$ cat src/lpm_pkg.sv
// Package with the modes, ranges, timing constants and carrier structs.
package lpm_pkg;

  // Clock rate of the controller.
  localparam int unsigned CLK_MHZ = 100;

  // Frequency limits per voltage range, in kHz.
  localparam int unsigned RANGE1_MAX_KHZ = 32000;
  localparam int unsigned RANGE2_MAX_KHZ = 16000;
  localparam int unsigned RANGE3_MAX_KHZ = 4200;
  localparam int unsigned RANGE1_WS_KHZ  = 16000;
  localparam int unsigned RANGE2_WS_KHZ  = 8000;
  localparam int unsigned LP_RUN_MAX_KHZ = 131;

  // Wakeup budgets, in ns and in CPU cycles.
  localparam int unsigned SLEEP_WAKE_CYC   = 6;
  localparam int unsigned LPSLEEP_WAKE_CYC = 7;
  localparam int unsigned LPRUN_WAKE_NS    = 3000;
  localparam int unsigned STOP_WAKE_NS     = 3500;
  localparam int unsigned STANDBY_WAKE_NS  = 60000;
  localparam int unsigned CLK_PERIOD_NS    = 1000 / CLK_MHZ;

  // Longest times round down to whole cycles.
  localparam int unsigned LPRUN_WAKE_CYC   = LPRUN_WAKE_NS / CLK_PERIOD_NS;
  localparam int unsigned STOP_WAKE_CYC    = STOP_WAKE_NS / CLK_PERIOD_NS;
  localparam int unsigned STANDBY_WAKE_CYC = STANDBY_WAKE_NS / CLK_PERIOD_NS;

  localparam int unsigned CNT_W = 16;
  localparam int unsigned NUM_WAKE_PINS = 3;
  localparam int unsigned NUM_GPIO_LINES = 16;

  localparam logic [1:0] RANGE_1 = 2'h1;
  localparam logic [1:0] RANGE_2 = 2'h2;
  localparam logic [1:0] RANGE_3 = 2'h3;

  typedef enum logic [2:0] {
    LPM_REQ_SLEEP,
    LPM_REQ_LPRUN,
    LPM_REQ_LPSLEEP,
    LPM_REQ_STOP,
    LPM_REQ_STANDBY
  } lpm_req_type;

  typedef enum logic [3:0] {
    LPM_RUN,
    LPM_SLEEP,
    LPM_LPRUN,
    LPM_LPSLEEP,
    LPM_STOP_ENTER,
    LPM_STOP,
    LPM_STANDBY_ENTER,
    LPM_STANDBY,
    LPM_WAKE
  } lpm_state_type;

  // Oscillator and domain enables driven out of the controller.
  typedef struct packed {
    logic pll;
    logic multispeed_rc_osc;
    logic multispeed_low;
    logic fast_external_osc;
    logic fast_internal_rc;
    logic slow_crystal_osc;
    logic slow_internal_rc;
  } lpm_osc_type;

  typedef struct packed {
    logic cpu_clk;
    logic core_clks;
    logic regulator_lp;
    logic core_power;
    logic retain;
  } lpm_dom_type;

  // Wake sources from the peripherals.
  typedef struct packed {
    logic [NUM_GPIO_LINES-1:0] gpio_events;
    logic calendar_alarm_a;
    logic calendar_alarm_b;
    logic calendar_tamper;
    logic calendar_timestamp;
    logic calendar_wake;
    logic serial_start_bit;
    logic lowpower_serial_port_start;
    logic two_wire_addr_match;
    logic lowpower_timer_wake;
  } lpm_wake_type;

  // Flash wait states for a range and a CPU frequency in kHz.
  function automatic logic wait_states(input logic [1:0] range,
                                       input logic [15:0] khz);
    logic ws;
    ws = 1'b0;
    if (range == RANGE_1) begin
      ws = (32'(khz) > RANGE1_WS_KHZ);
    end else if (range == RANGE_2) begin
      ws = (32'(khz) > RANGE2_WS_KHZ);
    end
    return ws;
  endfunction

  function automatic logic [15:0] range_limit(input logic [1:0] range);
    logic [15:0] lim;
    lim = 16'(RANGE3_MAX_KHZ);
    if (range == RANGE_1) begin
      lim = 16'(RANGE1_MAX_KHZ);
    end else if (range == RANGE_2) begin
      lim = 16'(RANGE2_MAX_KHZ);
    end
    return lim;
  endfunction

endpackage

$ cat src/lpm_controller.sv
// Low-power mode controller: mode state, oscillator and domain sequencing.
//
// What this block does
// Three voltage ranges cap CPU clock frequency.
// Flash wait states follow range and frequency.
// Sleep halts CPU clock; any interrupt resumes.
// Low-power run: low multispeed RC, regulator low-power.
// Low-power sleep wakes to Run, regulator on.
// Stop with calendar: fast clocks off except fast RC on request, slow kept.
// Stop: wakeup peripheral may request fast RC.
// Event line wakes Stop within 3.5 us.
// Stop with calendar accepts all listed sources.
// Stop without calendar: all oscillators off except fast RC on request.
// Standby powers core off, always-on kept.
// Standby with calendar exits within 60 us.
// Standby without calendar: reset pin, wake pins.
// Calendar and watchdog not stopped by modes.
// Wakeup to Run meets per-mode time limits.
// Fast RC optional in Run, Sleep only.
// Requested fast RC feeds requester, auto off.
// Start bit or address match wakes Stop.
// Explicit mode state, idle-only entry, ordered sequencing.
// Wake pins synchronised, rising edge only.
`timescale 1ns/1ps
`default_nettype none

module lpm_controller
  import lpm_pkg::*;
(
  // Clock and reset.
  input  wire logic                     clk_i,
  input  wire logic                     arst_n_i,
  // CPU side.
  input  wire logic                     cpu_idle_i,
  input  wire logic                     mode_req_i,
  input  wire lpm_req_type              mode_sel_i,
  input  wire logic                     calendar_keep_i,
  input  wire logic [1:0]               range_i,
  input  wire logic [15:0]              cpu_khz_i,
  input  wire logic                     irq_pending_i,
  input  wire logic                     lprun_exit_i,
  // Software oscillator choices for Run and Sleep.
  input  wire lpm_osc_type              osc_sw_i,
  // Wake sources and the fast RC request.
  input  wire lpm_wake_type             wake_i,
  input  wire logic [NUM_WAKE_PINS-1:0] wake_pins_i,
  input  wire logic                     reset_pin_i,
  input  wire logic                     independent_watchdog_rst_i,
  input  wire logic                     fast_rc_req_i,
  // Controls.
  output lpm_state_type                 mode_o,
  output lpm_osc_type                   osc_en_o,
  output lpm_dom_type                   dom_o,
  output logic                          fast_rc_to_periph_o,
  output logic                          flash_ws_o,
  output logic                          freq_err_o,
  output logic                          wake_irq_o,
  output logic                          standby_reset_o,
  output logic                          calendar_run_o
);

  lpm_state_type state;
  lpm_state_type next_state;
  lpm_state_type return_state;
  logic [CNT_W-1:0] wake_cnt;
  logic [CNT_W-1:0] next_wake_cnt;
  logic cal_kept;
  logic [NUM_WAKE_PINS-1:0] pin_meta;
  logic [NUM_WAKE_PINS-1:0] pin_sync;
  logic [NUM_WAKE_PINS-1:0] pin_last;
  logic pin_rise;
  logic stop_wake;
  logic standby_wake;
  logic any_periph_wake;

  // Two-stage synchroniser per wake pin, then edge detect on stage two.
  genvar g;
  generate
    for (g = 0; g < NUM_WAKE_PINS; g++) begin : g_pin
      always_ff @(posedge clk_i or negedge arst_n_i) begin
        if (!arst_n_i) begin
          pin_meta[g] <= 1'b0;
          pin_sync[g] <= 1'b0;
          pin_last[g] <= 1'b0;
        end else begin
          pin_meta[g] <= wake_pins_i[g];
          pin_sync[g] <= pin_meta[g];
          pin_last[g] <= pin_sync[g];
        end
      end
    end
  endgenerate

  // A high level held through entry does not count; only a new rising edge.
  assign pin_rise = |(pin_sync & ~pin_last);

  assign any_periph_wake = wake_i.serial_start_bit
                         | wake_i.lowpower_serial_port_start
                         | wake_i.two_wire_addr_match
                         | wake_i.lowpower_timer_wake;

  always_comb begin
    stop_wake = (|wake_i.gpio_events) | any_periph_wake;
    if (cal_kept) begin
      stop_wake = stop_wake | wake_i.calendar_alarm_a
                | wake_i.calendar_alarm_b | wake_i.calendar_tamper
                | wake_i.calendar_timestamp | wake_i.calendar_wake;
    end
  end

  always_comb begin
    standby_wake = reset_pin_i | pin_rise;
    if (cal_kept) begin
      standby_wake = standby_wake | independent_watchdog_rst_i
                   | wake_i.calendar_alarm_a | wake_i.calendar_alarm_b
                   | wake_i.calendar_tamper | wake_i.calendar_timestamp
                   | wake_i.calendar_wake;
    end
  end

  // Mode sequencer.
  always_comb begin
    next_state = state;
    next_wake_cnt = wake_cnt;
    unique case (state)
      LPM_RUN: begin
        if (mode_req_i && cpu_idle_i) begin
          unique case (mode_sel_i)
            LPM_REQ_SLEEP:   next_state = LPM_SLEEP;
            LPM_REQ_LPRUN:   next_state = LPM_LPRUN;
            LPM_REQ_LPSLEEP: next_state = LPM_LPSLEEP;
            LPM_REQ_STOP:    next_state = LPM_STOP_ENTER;
            LPM_REQ_STANDBY: next_state = LPM_STANDBY_ENTER;
            default:         next_state = LPM_RUN;
          endcase
        end
      end
      LPM_SLEEP: begin
        if (irq_pending_i) begin
          next_state = LPM_WAKE;
          next_wake_cnt = CNT_W'(SLEEP_WAKE_CYC - 1);
        end
      end
      LPM_LPRUN: begin
        if (lprun_exit_i || irq_pending_i) begin
          next_state = LPM_WAKE;
          next_wake_cnt = CNT_W'(LPRUN_WAKE_CYC - 1);
        end
      end
      LPM_LPSLEEP: begin
        if (irq_pending_i) begin
          next_state = LPM_WAKE;
          next_wake_cnt = CNT_W'(LPSLEEP_WAKE_CYC - 1);
        end
      end
      // Clocks stop first, then regulator drops: one cycle apart.
      LPM_STOP_ENTER: next_state = LPM_STOP;
      LPM_STOP: begin
        if (stop_wake) begin
          next_state = LPM_WAKE;
          next_wake_cnt = CNT_W'(STOP_WAKE_CYC - 1);
        end
      end
      LPM_STANDBY_ENTER: next_state = LPM_STANDBY;
      LPM_STANDBY: begin
        if (standby_wake) begin
          next_state = LPM_WAKE;
          next_wake_cnt = CNT_W'(STANDBY_WAKE_CYC - 1);
        end
      end
      LPM_WAKE: begin
        if (wake_cnt == '0) begin
          next_state = LPM_RUN;
        end else begin
          next_wake_cnt = wake_cnt - 1'b1;
        end
      end
      default: next_state = LPM_RUN;
    endcase
  end

  always_ff @(posedge clk_i or negedge arst_n_i) begin
    if (!arst_n_i) begin
      state <= LPM_RUN;
      wake_cnt <= '0;
    end else begin
      state <= next_state;
      wake_cnt <= next_wake_cnt;
    end
  end

  // Calendar choice is captured when a deep mode is entered.
  always_ff @(posedge clk_i or negedge arst_n_i) begin
    if (!arst_n_i) begin
      cal_kept <= 1'b0;
      return_state <= LPM_RUN;
    end else if (state == LPM_RUN && mode_req_i && cpu_idle_i) begin
      cal_kept <= calendar_keep_i;
      return_state <= LPM_RUN;
    end
  end

  // Oscillator and domain controls per mode.
  always_ff @(posedge clk_i or negedge arst_n_i) begin
    if (!arst_n_i) begin
      osc_en_o <= '0;
      dom_o <= '{cpu_clk: 1'b1, core_clks: 1'b1, regulator_lp: 1'b0,
                 core_power: 1'b1, retain: 1'b1};
      fast_rc_to_periph_o <= 1'b0;
    end else begin
      fast_rc_to_periph_o <= 1'b0;
      unique case (next_state)
        LPM_RUN, LPM_WAKE: begin
          osc_en_o <= osc_sw_i;
          dom_o <= '{cpu_clk: (next_state == LPM_RUN), core_clks: 1'b1,
                     regulator_lp: 1'b0, core_power: 1'b1,
                     retain: 1'b1};
        end
        LPM_SLEEP: begin
          osc_en_o <= osc_sw_i;
          dom_o <= '{cpu_clk: 1'b0, core_clks: 1'b1, regulator_lp: 1'b0,
                     core_power: 1'b1, retain: 1'b1};
        end
        LPM_LPRUN, LPM_LPSLEEP: begin
          osc_en_o <= '{pll: 1'b0, multispeed_rc_osc: 1'b1,
                        multispeed_low: 1'b1,
                        fast_external_osc: osc_sw_i.fast_external_osc,
                        fast_internal_rc: 1'b0,
                        slow_crystal_osc: osc_sw_i.slow_crystal_osc,
                        slow_internal_rc: osc_sw_i.slow_internal_rc};
          dom_o <= '{cpu_clk: (next_state == LPM_LPRUN), core_clks: 1'b1,
                     regulator_lp: 1'b1, core_power: 1'b1,
                     retain: 1'b1};
        end
        LPM_STOP_ENTER, LPM_STOP: begin
          osc_en_o <= '{pll: 1'b0, multispeed_rc_osc: 1'b0,
                        multispeed_low: 1'b0, fast_external_osc: 1'b0,
                        fast_internal_rc: fast_rc_req_i,
                        slow_crystal_osc: cal_kept & osc_sw_i.slow_crystal_osc,
                        slow_internal_rc: cal_kept
                                          & osc_sw_i.slow_internal_rc};
          fast_rc_to_periph_o <= fast_rc_req_i;
          dom_o <= '{cpu_clk: 1'b0, core_clks: 1'b0,
                     regulator_lp: (next_state == LPM_STOP),
                     core_power: 1'b1, retain: 1'b1};
        end
        LPM_STANDBY_ENTER, LPM_STANDBY: begin
          osc_en_o <= '{pll: 1'b0, multispeed_rc_osc: 1'b0,
                        multispeed_low: 1'b0, fast_external_osc: 1'b0,
                        fast_internal_rc: 1'b0,
                        slow_crystal_osc: cal_kept & osc_sw_i.slow_crystal_osc,
                        slow_internal_rc: cal_kept
                                          & osc_sw_i.slow_internal_rc};
          dom_o <= '{cpu_clk: 1'b0, core_clks: 1'b0, regulator_lp: 1'b1,
                     core_power: (next_state == LPM_STANDBY_ENTER),
                     retain: 1'b0};
        end
        default: begin
          osc_en_o <= osc_sw_i;
          dom_o <= '{cpu_clk: 1'b1, core_clks: 1'b1, regulator_lp: 1'b0,
                     core_power: 1'b1, retain: 1'b1};
        end
      endcase
    end
  end

  // Wakeup interrupt pulse; standby exit reset stays low, as dom_o.retain is set in LPM_WAKE.
  always_ff @(posedge clk_i or negedge arst_n_i) begin
    if (!arst_n_i) begin
      wake_irq_o <= 1'b0;
      standby_reset_o <= 1'b0;
    end else begin
      wake_irq_o <= (state == LPM_STOP) && stop_wake;
      standby_reset_o <= (state == LPM_WAKE) && (next_state == LPM_RUN)
                         && !cal_kept && (return_state == LPM_RUN)
                         && !dom_o.retain;
    end
  end

  // Calendar keeps running whatever the mode; only software stops it.
  always_ff @(posedge clk_i or negedge arst_n_i) begin
    if (!arst_n_i) begin
      calendar_run_o <= 1'b1;
    end else begin
      calendar_run_o <= osc_sw_i.slow_crystal_osc
                        | osc_sw_i.slow_internal_rc;
    end
  end

  // Range limits and wait states; low-power run has its own low cap.
  always_ff @(posedge clk_i or negedge arst_n_i) begin
    if (!arst_n_i) begin
      flash_ws_o <= 1'b0;
      freq_err_o <= 1'b0;
      mode_o <= LPM_RUN;
    end else begin
      mode_o <= next_state;
      flash_ws_o <= wait_states(range_i, cpu_khz_i);
      freq_err_o <= (cpu_khz_i > range_limit(range_i))
                    || (state == LPM_LPRUN
                        && 32'(cpu_khz_i) > LP_RUN_MAX_KHZ);
    end
  end

endmodule

`default_nettype wire

$ cat config.mk
export PLATFORM = sky130hd
export DESIGN_NAME = lpm_controller
export DESIGN_NICKNAME = d
export VERILOG_FILES = /design/src/lpm_pkg.sv /design/src/lpm_controller.sv
export SDC_FILE = /design/constraint.sdc
export NUM_CORES = 1
export LEC_CHECK = 0
export BUFFER_PORTS_ARGS = -buffer_cell sky130_fd_sc_hd__buf_2
export CAP_MARGIN = 20
export CORE_MARGIN = 2
export CORE_UTILIZATION = 44
export CTS_BUF_LIST = sky130_fd_sc_hd__clkbuf_8 sky130_fd_sc_hd__clkbuf_16
export DETAILED_ROUTE_END_ITERATION = 10
export PLACE_DENSITY = 0.8
export SLEW_MARGIN = 5
export SYNTH_ARGS = -nofsm -noshare
export SYNTH_HDL_FRONTEND = slang
export SYNTH_SLANG_ARGS = --single-unit
$ cat constraint.sdc
create_clock -name clk_i -period 2.1 [get_ports clk_i]
set_input_delay 0.42 -clock clk_i [delete_from_list [all_inputs] [get_ports clk_i]]
set_output_delay 0.42 -clock clk_i [all_outputs]
set_load 0.03 [all_outputs]
==> Word level (Yosys, flattened, before mapping) <==
Cells that the tools add are included.
{ "classes": {"addsub": 1, "order_cmp": 4, "n_eq_ne": 28, "n_mux": 24, "bitwise": 21, "n_reduce_logical": 25} }
{ "op_table": {"columns": ["op", "n"], "rows": [
  ["two-way mux 16 bit", 7],
  ["one-hot mux 16 bit (6 select lines)", 1],
  ["== test 4 x 3 -> 1 bit (second input constant)", 8],
  ["one-hot mux 4 bit (8 select lines)", 1],
  ["one-hot mux 5 bit (5 select lines)", 1],
  ["two-way mux 4 bit", 6],
  ["one-hot mux 7 bit (3 select lines)", 1],
  ["bitwise OR 1 bit", 17],
  ["== test 4 x 2 -> 1 bit (second input constant)", 4],
  ["greater-than comparator 16 x 13 -> 1 bit (second input constant)", 1],
  ["greater-than comparator 16 x 14 -> 1 bit (second input constant)", 1],
  ["greater-than comparator 16 bit", 1],
  ["greater-than comparator 16 x 8 -> 1 bit (second input constant)", 1],
  ["zero test 16 bit", 1],
  ["OR reduction 16 bit", 1],
  ["subtractor 16 x 1 -> 16 bit (second input constant)", 1],
  ["one-hot mux 3 bit (5 select lines)", 1],
  ["two-way mux 14 bit", 1],
  ["!= test 2 bit (second input constant)", 6],
  ["OR reduction 2 bit", 5],
  ["== test 4 x 1 -> 1 bit (second input constant)", 2],
  ["== test 4 bit (second input constant)", 2],
  ["logical AND 1 bit", 8],
  ["zero test 4 bit", 2],
  ["15 further kinds", 23]
]} }
{ "word_totals": {"regBits": 48, "inputBits": 66, "output_inout_bits": 22, "word_cells": 133} }

==> Depth between registers and ports, before layout <==
Gate-level depths: netlist of run 1.
{ "logic_depth": {"depth_word": 17, "mapped_depth": 9, "depth_no_buf": 9} }

==> Worst setup path after synthesis of run 1 <==
OpenSTA, ideal clock, no wires.
{ "synth_path": {"path_kind": "input port to flip-flop", "start": "input port wake_i[7] (netlist bit)", "end": "register osc_en_o[0] (netlist bit)", "setup_ns": 0.119, "arrival_time_ns": 2.162, "t_required_ns": 1.981, "slack_ns": -0.181, "path_stages": 6, "path_buffers": 1, "path_cell_list": "or4_4 o21a_1 or4_4 and3_1 buf_6 o21a_1"} }
{ "synth_via": {"elab_chain_cells": 10, "word_cells_on_any_way": 23, "classes_between": "6 x eq/ne; 6 x mux; 8 x bitwise; 3 x reduce/logical"} }
{ "synth_rtl": {"columns": ["item", "line", "text"], "rows": [
  ["start, declared", "lpm_controller.sv:45", "input wire lpm_wake_type wake_i,"],
  ["bitwise OR 1 bit (on tied branches)", "lpm_controller.sv:115, lpm_controller.sv:106", null],
  ["bitwise OR 1 bit (on tied branches)", "lpm_controller.sv:116, lpm_controller.sv:106", null],
  ["bitwise OR 1 bit (on tied branches)", "lpm_controller.sv:116, lpm_controller.sv:107", null],
  ["bitwise OR 1 bit (on tied branches)", "lpm_controller.sv:117, lpm_controller.sv:107", null],
  ["two-way mux 1 bit (on tied branches)", "lpm_controller.sv:113, lpm_controller.sv:104", null],
  ["two-way mux 4 bit (on tied branches)", "lpm_controller.sv:166, lpm_controller.sv:159", null],
  ["one-hot mux 4 bit (8 select lines) (*)", "lpm_controller.sv:125", "unique case (state)"],
  ["== test 4 x 3 -> 1 bit / == test 4 x 2 -> 1 bit (equally long branches)", "lpm_controller.sv:212", "unique case (next_state)"],
  ["OR reduction 2 bit", "lpm_controller.sv:212", null],
  ["one-hot mux 7 bit (3 select lines) (*)", "lpm_controller.sv:212", null],
  ["end signal, assigned", "lpm_controller.sv:214", "osc_en_o <= osc_sw_i;"],
  ["end signal, assigned", "lpm_controller.sv:220", "osc_en_o <= osc_sw_i;"],
  ["end signal, assigned", "lpm_controller.sv:225", "osc_en_o <= '{pll: 1'b0, multispeed_rc_osc: 1'b1,"],
  ["end, declared", "lpm_controller.sv:52", "output lpm_osc_type osc_en_o,"]
]} }
Mark *: on every way between the ends. The rest lies on a longest branch, timed or not.
A chain may end at the register's enable or synchronous reset.

==> Final worst setup path of run 1 <==
{ "layout_path": {"start": "register wake_cnt[2]", "end": "register wake_cnt[15]"} }
{ "layout_via": {"elab_chain_cells": 3, "word_cells_on_any_way": 6, "classes_between": "1 x add/sub; 1 x eq/ne; 2 x mux; 2 x reduce/logical"} }
{ "layout_rtl": {"columns": ["item", "line", "text"], "rows": [
  ["start, declared", "lpm_controller.sv:65", "logic [CNT_W-1:0] wake_cnt;"],
  ["start signal, assigned", "lpm_controller.sv:188", "wake_cnt <= next_wake_cnt;"],
  ["subtractor 16 x 1 -> 16 bit / zero test 16 bit (equally long branches)", "lpm_controller.sv:175, lpm_controller.sv:172", null],
  ["two-way mux 16 bit / != test 2 bit (equally long branches)", null, null],
  ["one-hot mux 16 bit (6 select lines) / AND reduction 7 bit (equally long branches)", null, null]
]} }
Parallel ways exist; a longest one is shown, timed or not. The select of a mux whose other input is x is not followed.

==> implementation parameters, run 1 <==
Parameter                              Value

Die
  Die height    84.42 µm
  I/O pin cnt    88
  Core outline area    6314 µm²
  Die span in x    84.42 µm
  Site row count    29
  Die Area    7126 µm²
  Initial core utilization    0.4507

Cells and area
  Register area    1210 µm²
  Share of cells above drive strength 1    0.3981
  Final Net Count    500
  Filler instances    556
  Multi-input logic area    1614 µm²
  Diode count    0
  Area added between synthesis and finish    34.61%

STA
  Total count of hold-check failures in the final report    0
  Actual slew at the worst max-slew pin    653.8 ps
  Worst-case clock skew    10.56 ps
  Final clock period utilization by the worst path    0.9847
  Setup violators final    0
  Number of max-slew violations in the final report    0
  Crit path time final    2068 ps
  Setup repair after global routing missed its margin    true
  Peak Freq    483.6 MHz
  Hold slack final    48.55 ps
  Setup TNS    0 ps
  Worst relative slew slack    0.5641

Routing
  Count of vias placed by the detailed router    2,973
  Remaining antenna violation count    0
  Count of routing violations after the opening detailed-route iteration    219
  Avg WL per Cell    16.83 µm
  Remaining routing DRC violations    0
  Number of search-and-repair iterations in the first detailed-routing pass    4
  Routed vias/inst    5.958
  Routed WL    8.396 mm

Synth
  Async S/R FF share, synth    1.000
  Most common cell in the netlist    sky130_fd_sc_hd__dfrtp_1
  Area share of the leading cell type in the synthesized netlist    0.3782
  Area leader, netlist    sky130_fd_sc_hd__dfrtp_1
  Number of standard cells after synthesis    298
  Net count after synthesis    377
  Number of enable-type register cells in the synthesized netlist    0
  Average cell area after synthesis    9.548 µm²
  Ranking of synthesized cells by instance count    sky130_fd_sc_hd__dfrtp_1, sky130_fd_sc_hd__nand2_1, sky130_fd_sc_hd__nor2_1
  Most frequently used flop master after synthesis    sky130_fd_sc_hd__dfrtp_1
  Yosys synthesis warning count    0
  Sequential element share of the synthesized area    0.4244
  Area contributors post-synth    sky130_fd_sc_hd__dfrtp_1, sky130_fd_sc_hd__ha_1, sky130_fd_sc_hd__dfstp_2
  Number of distinct library cell variants in the gate-level netlist after synthesis    61
  Number of storage elements in the synthesis netlist    48
  Mapped cell area    2845 µm²

Pwr
  Internal    2.277 mW
  Worst vdd ir    0.5862 mV
  Sw Share    0.4498
  Power density of the placed cells    1081 nW/µm²
  Logic pwr share    0.515
  Sequential fraction of design power    0.341
  Pleak    1.767 nW
  Power share of the clock group    0.144
  Total Power Consumption    4.138 mW
  NetSw    1.861 mW

Placement
  Port bufs    87
  Final weighted congestion in routability-driven placement    0.9464
  Post-detailed-placement half-perimeter wirelength    6.359 mm

Worst setup path
  Library cell contributing the largest single delay on the critical path    sky130_fd_sc_hd__dfrtp_1
  R2R cell count    6
  Setup crit end kind    register
  Critical path fanouts, max    7
  Max stage delay on crit path    460 ps
  Endpoint of the lowest-slack register-to-register path    wake_cnt[15]
  Slack of the worst reg-to-reg path    30 ps
  Cells traversed along the worst timing path    or3_4, nor4_4, buf_4, o2111ai_4, or4_1, a21oi_2
  Startpoint type of the worst setup path    register
  Number of buffer and inverter stages on the critical path    1
  Critical path required time    2350 ps
  Category of the most critical setup path    register to register
  Arr. time, crit path    2310 ps
  Startpoint of the lowest-slack register-to-register path    wake_cnt[2]
  Top Family by Delay on Critical Path    simple AND/OR/NAND/NOR gates

CTS
  Register clock-pin slew on the reported worst setup and hold paths    90 ps
  Clock Path Buffers    2
  Insertion delay to the later sink of the worst-skew pair    310 ps
  TritonCTS clock tree    built
  TritonCTS Buffers    5
  Number of levels the H-tree was split into    2
  Clock root buffer    sky130_fd_sc_hd__clkbuf_8
  Total number of clock tree sinks    48

Min path
  Hold crit path type    primary input to asynchronous set/reset pin

GRT
  Number of antenna violations at the first check in global routing    0
  Global-route wire length before repair    13.43 mm
  Residual overflow from global routing    0
  Overall routing resource usage    0.2354
  Vias in the first global route    2,843
  Maximum number of pins on one net before global-route repair    31

Run status
  Outcome    completed

Job
  Number of max-capacitance violations reported    0
metrics by stage:
| step | area (µm²) | setup WS [ps] | cells | utilization |
|---|---|---|---|---|
| after floorplan | 2875 | -77.30 | 298 | - |
| after global placement | 3646 | -275.0 | 490 | 0.5775 |
| after detailed placement | 3646 | -312.2 | 490 | 0.5775 |
| after CTS | 3774 | 10.73 | 498 | 0.5977 |
| after global routing | 3830 | -34.65 | 499 | 0.6066 |
| final | 3830 | 32.21 | 499 | 0.6066 |
repair_timing:
action	CTS	global route
hold buffers	0	0
resized for setup	6	11
setup endpoints to repair	9	15
pin swaps	0	6
buffers inserted	0	1
sequential cells by signal (all words and copies together) (netlist names):
| name | count |
|---|---|
| mode_o | 4 |
| osc_en_o | 7 |
| freq_err_o | 1 |
| cal_kept | 1 |
| calendar_run_o | 1 |
| wake_cnt | 16 |
| flash_ws_o | 1 |
| pin_meta | 3 |
| dom_o | 5 |
| standby_reset_o | 1 |
| fast_rc_to_periph_o | 1 |
| pin_last | 3 |
| pin_sync | 3 |
| wake_irq_o | 1 |
cell type report:
| class | instances | area share |
|---|---|---|
| Clock buffer | 6 | 0.02156 |
| Timing Repair Buffer | 126 | 0.1934 |
| Inverter | 19 | 0.01862 |
| Sequential cell | 48 | 0.3159 |
| Tap cell | 77 | 0.02516 |
| Clock inverter | 2 | 0.003920 |
| Multi-Input combinational cell | 221 | 0.4214 |
worst max path at each step:
| stage | from | end | slack (ps) | cells after the start |
|---|---|---|---|---|
| floorplan | wake_i[7] | osc_en_o[0] | -80 | 6 |
| global placement | wake_i[7] | wake_cnt[3] | -280 | 7 |
| detailed placement | wake_i[7] | wake_cnt[5] | -310 | 7 |
| CTS | wake_cnt[0] | wake_cnt[5] | 10 | 7 |
| global route | wake_cnt[0] | wake_cnt[15] | -30 | 7 |
| finish | wake_cnt[2] | wake_cnt[15] | 30 | 6 |
power by group through the flow:
stage	Sequential, mW	Combinational (mW)	Clock, mW
after floorplan	1.56	1.08	0
after global placement	1.39	1.96	0
after detailed placement	1.39	2.01	0
after CTS	1.39	2.04	0.602
after global routing	1.45	2.29	0.643
final	1.41	2.13	0.596
cells in the final DEF (no fill, tap or decap), types with 3 or more instances in the layout:
| master | count |
|---|---|
| sky130_fd_sc_hd__buf_2 | 87 |
| sky130_fd_sc_hd__a21oi_1 | 11 |
| sky130_fd_sc_hd__nor2b_1 | 5 |
| sky130_fd_sc_hd__nor2_1 | 19 |
| sky130_fd_sc_hd__a21o_1 | 4 |
| sky130_fd_sc_hd__ha_1 | 13 |
| sky130_fd_sc_hd__nor4_1 | 14 |
| sky130_fd_sc_hd__inv_1 | 17 |
| sky130_fd_sc_hd__o21ai_0 | 11 |
| sky130_fd_sc_hd__dfrtp_1 | 41 |
| sky130_fd_sc_hd__or4_1 | 4 |
| sky130_fd_sc_hd__nand3b_1 | 6 |
| sky130_fd_sc_hd__or3_1 | 6 |
| sky130_fd_sc_hd__a31oi_1 | 9 |
| sky130_fd_sc_hd__o21a_1 | 6 |
| sky130_fd_sc_hd__clkbuf_8 | 6 |
| sky130_fd_sc_hd__o31ai_1 | 3 |
| sky130_fd_sc_hd__o211ai_1 | 3 |
| sky130_fd_sc_hd__dfstp_2 | 5 |
| sky130_fd_sc_hd__nand2b_1 | 6 |
| sky130_fd_sc_hd__nand4_1 | 7 |
| sky130_fd_sc_hd__buf_4 | 38 |
| sky130_fd_sc_hd__nor3_1 | 6 |
| sky130_fd_sc_hd__nand2_1 | 19 |
| sky130_fd_sc_hd__o221ai_1 | 5 |
| sky130_fd_sc_hd__nand3_1 | 7 |
layer usage:
layer / part of all wire / vias up / wire length (µm) / track usage
met4: 0.016 / 0 / 138 / 0.07792
met2: 0.50 / 134 / 4184 / 0.3896
met1: 0.42 / 1426 / 3499 / 0.3197
met3: 0.068 / 13 / 574 / 0.03441
li1: - / 1400 / - / -
met5: 0 / - / 0 / 0
worst register-to-register path, cell delays in order (launching register included):
cell,delay (ps)
sky130_fd_sc_hd__dfrtp_1,460
sky130_fd_sc_hd__or3_4,440
sky130_fd_sc_hd__nor4_4,140
sky130_fd_sc_hd__buf_4,180
sky130_fd_sc_hd__o2111ai_4,170
sky130_fd_sc_hd__or4_1,460
sky130_fd_sc_hd__a21oi_2,150
cells by family after synthesis:
family / synth area share
muxes: 0.003958
xor gates and xnor gates: 0.006158
DFF: 0.4244
AOI/OAI and AO/OA: 0.2234
buffers and inverters: 0.04089
and+or+nand+nor: 0.2441
adders and majority gates: 0.05717
Note: power is estimated with default switching activity, not from simulation.
==> run 2, diff against run 1 <==
- RECOVER_POWER: unset -> 50
- REMOVE_ABC_BUFFERS: unset -> 1
==> implementation parameters, run 2 (synthesis gave the netlist of run 1 again) <==
Parameter                              Value

Worst setup path
  Slack of the worst reg-to-reg path    3 ps (-30 ps)
  Cells traversed along the worst timing path    nand3b_1, nor2_1, o31ai_4, buf_4, a31oi_2, mux2_2
  Max stage delay on crit path    480 ps (+20 ps)
  Critical path required time    2300 ps (-50 ps)
  Category of the most critical setup path    register to register
  Worst setup path start    mode_o[3]
  Endpoint of the lowest-slack register-to-register path    wake_cnt[1]
  Startpoint of the lowest-slack register-to-register path    mode_o[3]
  Startpoint type of the worst setup path    register
  Arr. time, crit path    2300 ps (about the same)
  Destination of the critical timing path    wake_cnt[1]
  Setup crit end kind    register
  Critical path fanouts, max    9 (+2)
  Library cell contributing the largest single delay on the critical path    sky130_fd_sc_hd__dfrtp_2
  R2R cell count    6 (unchanged)

GRT
  Maximum number of pins on one net before global-route repair    20 (-35%)
  Vias in the first global route    2,955 (+3.9%)
  Residual overflow from global routing    0 (unchanged)
  Overall routing resource usage    0.2316 (-0.003794)
  Number of antenna violations at the first check in global routing    0 (unchanged)
  Global-route wire length before repair    13.48 mm (+0.36%)

Pwr
  Pleak    1.813 nW (+2.6%)
  Worst vdd ir    0.6241 mV (+6.5%)
  Power density of the placed cells    1087 nW/µm² (+0.64%)

Cells and area
  Diode count    0 (unchanged)
  Most common cell after layout, fill and taps aside    sky130_fd_sc_hd__buf_2
  Most frequent cells in the layout    sky130_fd_sc_hd__buf_2, sky130_fd_sc_hd__dfrtp_1, sky130_fd_sc_hd__buf_4
  Share of cells above drive strength 1    0.4219 (+0.02381)
  Post-route core utilization    0.6217 (+0.01506)
  Filler instances    525 (-5.6%)
  Area added between synthesis and finish    37.95%
  Largest registers in the final layout    wake_cnt x16, osc_en_o x7, dom_o x5
  Final Net Count    507 (+1.4%)
  Number of flip-flops under the largest register name    16 (unchanged)
  Register ranked first by flip-flop count    wake_cnt

STA
  Total count of hold-check failures in the final report    0 (unchanged)
  Peak Freq    477.0 MHz (-1.4%)
  Setup repair after global routing missed its margin    true
  Fin worst setup slack    3.350 ps (-28.86 ps)
  Actual slew at the worst max-slew pin    890.8 ps (+236.9 ps)
  Worst relative slew slack    0.4062 (-0.1580)
  Setup violators final    0 (unchanged)
  Final clock period utilization by the worst path    0.9984 (+0.01374)
  Crit path time final    2097 ps (+28.86 ps)
  Worst-case clock skew    12.80 ps (+2.237 ps)
  Number of max-slew violations in the final report    0 (unchanged)

Die
  Die Area    7126 µm² (unchanged)
  I/O pin cnt    88 (unchanged)
  Die height    84.42 µm (unchanged)
  Initial core utilization    0.4507 (unchanged)
  Site row count    29 (unchanged)
  Core outline area    6314 µm² (unchanged)
  Die span in x    84.42 µm (unchanged)

Routing
  Count of routing violations after the opening detailed-route iteration    235 (+7.3%)
  Avg WL per Cell    17.20 µm (+2.2%)
  Routed vias/inst    6.136 (+3.0%)
  Remaining antenna violation count    0 (unchanged)
  Routed WL    8.701 mm (+3.6%)
  Remaining routing DRC violations    0 (unchanged)
  Number of search-and-repair iterations in the first detailed-routing pass    5 (+1)
  Count of vias placed by the detailed router    3,105 (+4.4%)

CTS
  Insertion delay to the later sink of the worst-skew pair    310 ps (about the same)
  Clock root buffer    sky130_fd_sc_hd__clkbuf_8
  Clock Path Buffers    2 (unchanged)
  Register clock-pin slew on the reported worst setup and hold paths    90 ps (about the same)
  Total number of clock tree sinks    48 (unchanged)
  TritonCTS Buffers    5 (unchanged)
  Number of levels the H-tree was split into    2 (unchanged)
  TritonCTS clock tree    built

Placement
  Final weighted congestion in routability-driven placement    0.9275 (-2.0%)
  Setup slack after placement    -364.0 ps (-51.76 ps)
  Post-detailed-placement half-perimeter wirelength    6.368 mm (+0.14%)
  Port bufs    87 (unchanged)

Job
  Number of max-capacitance violations reported    0 (unchanged)

Min path
  Hold crit path type    primary input to asynchronous set/reset pin

Run status
  Outcome    completed
## run 2: metal layers
| metal | vias up | track usage | wire [µm] |
|---|---|---|---|
| met2 | 170 | 0.3983 | 4301 |
| met4 | 0 | 0.06638 | 242 |
| met5 | - | 0 | 0 |
| met3 | 28 | 0.04228 | 738 |
| li1 | 1421 | - | - |
| met1 | 1486 | 0.3007 | 3417 |
## run 2: worst min path at each step
stage                         startpoint           to  slack, ps  cells after the start
final                           arst_n_i  wake_cnt[7]        200                      1
after global routing      wake_pins_i[2]  pin_meta[2]        220                      1
after CTS                       arst_n_i  wake_cnt[6]         30                      1
after detailed placement     pin_meta[0]  pin_sync[0]        340                      0
after global placement       pin_meta[2]  pin_sync[2]        330                      0
after floorplan                 arst_n_i     cal_kept        120                      0
## run 2: final cells by class
class,instances,area (µm²),share of cell area
multi-input cells,221,1648,0.4198
flip-flops and latches,48,1210,0.3083
repair buffers,133,788.3,0.2008
well taps,77,96.34,0.02455
inverters,19,71.32,0.01817
clock buffers,5,68.82,0.01753
clock inverters,3,42.54,0.01084
## run 2: repair_timing
| item | 4_1_cts | 5_1_grt |
|---|---|---|
| hold buffers | 0 | 0 |
| pin swaps | 2 | 9 |
| setup endpoints to repair | 13 | 15 |
| buffers inserted | 0 | 2 |
| resized for setup | 10 | 22 |
## run 2: worst max-delay path: cells and delay by family (launching register included)
kind | cells | cell delay [ps]
DFF | 1 | 480
muxes | 1 | 380
buffers and inverters | 1 | 170
AOI/OAI and AO/OA | 2 | 400
and+or+nand+nor | 2 | 560
## run 2: report_power, final
part	internal, mW	switching, mW
clock network	0.353	0.330
registers	1.17	0.253
logic	0.866	1.30
## run 2: through the flow
step | hold slack, ps | TNS [ps] | cells | total power [mW] | cell area, µm²
2_1_floorplan | 124.4 | -1100 | 288 | 2.538 | 2800
3_5_place_dp | 335.5 | -6824 | 496 | 3.348 | 3662
6_report | 202.3 | 0 | 506 | 4.268 | 3925
3_3_place_gp | 331.6 | -5947 | 496 | 3.285 | 3662
5_1_grt | 222.1 | -276.3 | 506 | 4.480 | 3925
4_1_cts | 34.56 | 0 | 504 | 4.083 | 3819
==> run 3, diff against run 2 <==
- ABC_AREA: unset -> 1
- CORE_MARGIN: 2 -> 1
- PLACE_DENSITY: 0.8 -> 0.77
- clock period: 2.1 -> 2.2 ns (I/O delays scaled with it)
==> implementation parameters, run 3 <==
Parameter                              Value

Synth
  Area contributors post-synth    sky130_fd_sc_hd__dfrtp_1, sky130_fd_sc_hd__nand2_1, sky130_fd_sc_hd__inv_1
  Number of standard cells after synthesis    384 (+29%)
  Ranking of synthesized cells by instance count    sky130_fd_sc_hd__nand2_1, sky130_fd_sc_hd__inv_1, sky130_fd_sc_hd__nor2_1
  Number of enable-type register cells in the synthesized netlist    0 (unchanged)
  Area share of the leading cell type in the synthesized netlist    0.3667 (-0.01145)
  Number of distinct library cell variants in the gate-level netlist after synthesis    35 (-43%)
  Number of storage elements in the synthesis netlist    48 (unchanged)
  Area leader, netlist    sky130_fd_sc_hd__dfrtp_1
  Async S/R FF share, synth    1.000 (unchanged)
  Most frequently used flop master after synthesis    sky130_fd_sc_hd__dfrtp_1
  Most common cell in the netlist    sky130_fd_sc_hd__nand2_1
  Sequential element share of the synthesized area    0.4115 (-0.01285)
  Average cell area after synthesis    7.641 µm² (-20%)
  Mapped cell area    2934 µm² (+3.1%)
  Yosys synthesis warning count    0 (unchanged)

STA
  Peak Freq    511.7 MHz (+7.3%)
  Number of max-slew violations in the final report    0 (unchanged)
  Fin worst setup slack    245.8 ps (+242.5 ps)
  Setup violators final    0 (unchanged)
  Crit path time final    1954 ps (-142.5 ps)
  Hold slack final    244.2 ps (+41.92 ps)
  Final clock period utilization by the worst path    0.8883 (-0.1101)
  Actual slew at the worst max-slew pin    1147 ps (+256.6 ps)
  Setup TNS    0 ps (unchanged)
  Worst-case clock skew    6.052 ps (-6.747 ps)
  Worst relative slew slack    0.2351 (-0.1711)
  Total count of hold-check failures in the final report    0 (unchanged)
  Setup repair after global routing missed its margin    false

GRT
  Residual overflow from global routing    0 (unchanged)
  Maximum number of pins on one net before global-route repair    49 (+150%)
  Vias in the first global route    2,687 (-9.1%)
  Overall routing resource usage    0.1980 (-0.03368)
  Number of antenna violations at the first check in global routing    0 (unchanged)
  Global-route wire length before repair    11.31 mm (-16%)

Die
  Initial core utilization    0.4594 (+0.008790)
  Die height    83.66 µm (-0.89%)
  Site row count    29 (unchanged)
  Die span in x    83.66 µm (-0.89%)
  Core outline area    6386 µm² (+1.1%)
  I/O pin cnt    88 (unchanged)
  Die Area    6999 µm² (-1.8%)

Run status
  Outcome    completed

Cells and area
  Final Net Count    557 (+9.9%)
  Area added between synthesis and finish    20.81%
  Diode count    0 (unchanged)
  Most frequent cells in the layout    sky130_fd_sc_hd__nand2_1, sky130_fd_sc_hd__buf_2, sky130_fd_sc_hd__inv_1
  Fin cells    556 (+9.9%)
  Register ranked first by flip-flop count    wake_cnt
  Largest registers in the final layout    wake_cnt x16, osc_en_o x7, dom_o x5
  Share of cells above drive strength 1    0.2860 (-0.1359)
  Most common cell after layout, fill and taps aside    sky130_fd_sc_hd__nand2_1
  Number of flip-flops under the largest register name    16 (unchanged)
  Filler instances    609 (+16%)

Job
  Number of max-capacitance violations reported    0 (unchanged)

CTS
  Number of buffers inserted by hold repair at cts    0 (unchanged)
  Clock root buffer    sky130_fd_sc_hd__clkbuf_8
  Register clock-pin slew on the reported worst setup and hold paths    90 ps (about the same)
  Insertion delay to the later sink of the worst-skew pair    300 ps (about the same)
  TritonCTS Buffers    5 (unchanged)
  Total number of clock tree sinks    48 (unchanged)
  Total of cells resized after clock tree synthesis    0 (-10)
  Number of levels the H-tree was split into    2 (unchanged)
  TritonCTS clock tree    built
  Post-CTS Setup Inserts    0 (unchanged)
  Clock Path Buffers    2 (unchanged)

Worst setup path
  Critical path fanouts, max    33 (+24)
  Setup crit end kind    register
  Arr. time, crit path    2150 ps (-150 ps)
  Slack of the worst reg-to-reg path    250 ps (+240 ps)
  Startpoint type of the worst setup path    register
  Category of the most critical setup path    register to register
  R2R cell count    10 (+4)
  Startpoint of the lowest-slack register-to-register path    wake_cnt[0]
  Critical path required time    2390 ps (+90 ps)
  Endpoint of the lowest-slack register-to-register path    wake_cnt[7]

Pwr
  Worst vdd ir    0.6157 mV (-1.3%)
  NetSw    1.809 mW (-4.0%)
  Internal    2.004 mW (-16%)
  Total Power Consumption    3.813 mW (-11%)
  Power share of the clock group    0.132 (-0.028)
  Power density of the placed cells    1076 nW/µm² (-1.1%)
  Pleak    1.954 nW (+7.8%)
  Sw Share    0.4743 (+0.03307)
  Logic pwr share    0.532 (+0.024)
  Sequential fraction of design power    0.336 (+0.004)

Routing
  Number of search-and-repair iterations in the first detailed-routing pass    5 (unchanged)
  Routed WL    6.617 mm (-24%)
  Avg WL per Cell    11.90 µm (-31%)
  Remaining routing DRC violations    0 (unchanged)
  Count of vias placed by the detailed router    2,821 (-9.1%)
  Count of routing violations after the opening detailed-route iteration    199 (-15%)
  Remaining antenna violation count    0 (unchanged)
  Routed vias/inst    5.074 (-17%)

Placement
  Port bufs    87 (unchanged)
  Setup slack after placement    128.7 ps (+492.7 ps)
  Final weighted congestion in routability-driven placement    0.8712 (-6.1%)
  Placed cells    548 (+10%)
  Post-detailed-placement half-perimeter wirelength    5.098 mm (-20%)

Min path
  Hold path cells    1
  Hold crit path type    primary input to register
  Startpoint of the worst hold path    wake_pins_i[0]
  WHS Endpoint    pin_meta[0]
## run 3: cell count changes after synthesis, sizes merged, moves of 7 or more
cell and delta:
o21a -7, nand3 +17, nor2 +37, inv +41
clkbuf -7, nand2 +74, or3 -7, a31oi -8
o21ai +22, nor4 -13
## run 3: per-layer routing
layer,global-route usage,up-vias,part of all wire
li1,-,1427,-
met1,0.2320,1292,0.43
met2,0.3548,94,0.49
met3,0.04451,8,0.068
met4,0.06780,0,0.013
met5,0,-,0
## run 3: per-stage QoR
stage	cell area [µm²]	util
CTS	3550	0.5558
global placement	3468	0.5431
floorplan	2894	-
global route	3545	0.5551
finish	3545	0.5551
detailed placement	3468	0.5431
## run 3: critical path, cell delays in order, from the launching register on
cell	delay (ps)
sky130_fd_sc_hd__dfrtp_1	400
sky130_fd_sc_hd__inv_1	110
sky130_fd_sc_hd__ha_1	200
sky130_fd_sc_hd__nand3_1	160
sky130_fd_sc_hd__nor2_1	210
sky130_fd_sc_hd__nand3_1	130
sky130_fd_sc_hd__nand3_1	150
sky130_fd_sc_hd__nand4_4	120
sky130_fd_sc_hd__buf_12	200
sky130_fd_sc_hd__nand4_1	100
sky130_fd_sc_hd__o21ai_2	60
## run 3: final cells by class
class	count	area (µm²)	area share
tap	77	96.34	0.02718
clock buffer	5	68.82	0.01941
clock inverter	3	12.51	0.003530
inverter	60	225.2	0.06354
multi-input combinational	272	1459	0.4116
timing repair buffer	91	475.5	0.1341
sequential	48	1207	0.3406
## run 3: how the worst max path moves through the flow
stage	from	end	slack (ps)	cells after the start
after floorplan	mode_o[2]	wake_cnt[11]	180	7
after global placement	range_i[0]	freq_err_o	180	9
after detailed placement	range_i[0]	freq_err_o	130	11
after CTS	wake_cnt[0]	wake_cnt[7]	250	10
after global routing	wake_cnt[0]	wake_cnt[13]	90	10
final	wake_cnt[0]	wake_cnt[7]	250	10
## run 3: power groups by stage
stage / registers [mW] / logic [mW] / clock network, mW
final: 1.28 / 2.03 / 0.502
after floorplan: 1.51 / 1.25 / 0
after detailed placement: 1.29 / 2.02 / 0
after global placement: 1.29 / 1.97 / 0
after CTS: 1.28 / 2.03 / 0.521
after global routing: 1.31 / 2.27 / 0.556
## run 3: logic make-up after synthesis
logic type	after synthesis	synth area share
buffers and inverters	64	0.09040
AND/OR/NAND/NOR	195	0.2972
XOR/XNOR	5	0.01492
AO/OA/AOI/OAI	59	0.1305
flip-flops	48	0.4115
adder cells (fa/ha/maj)	13	0.05544
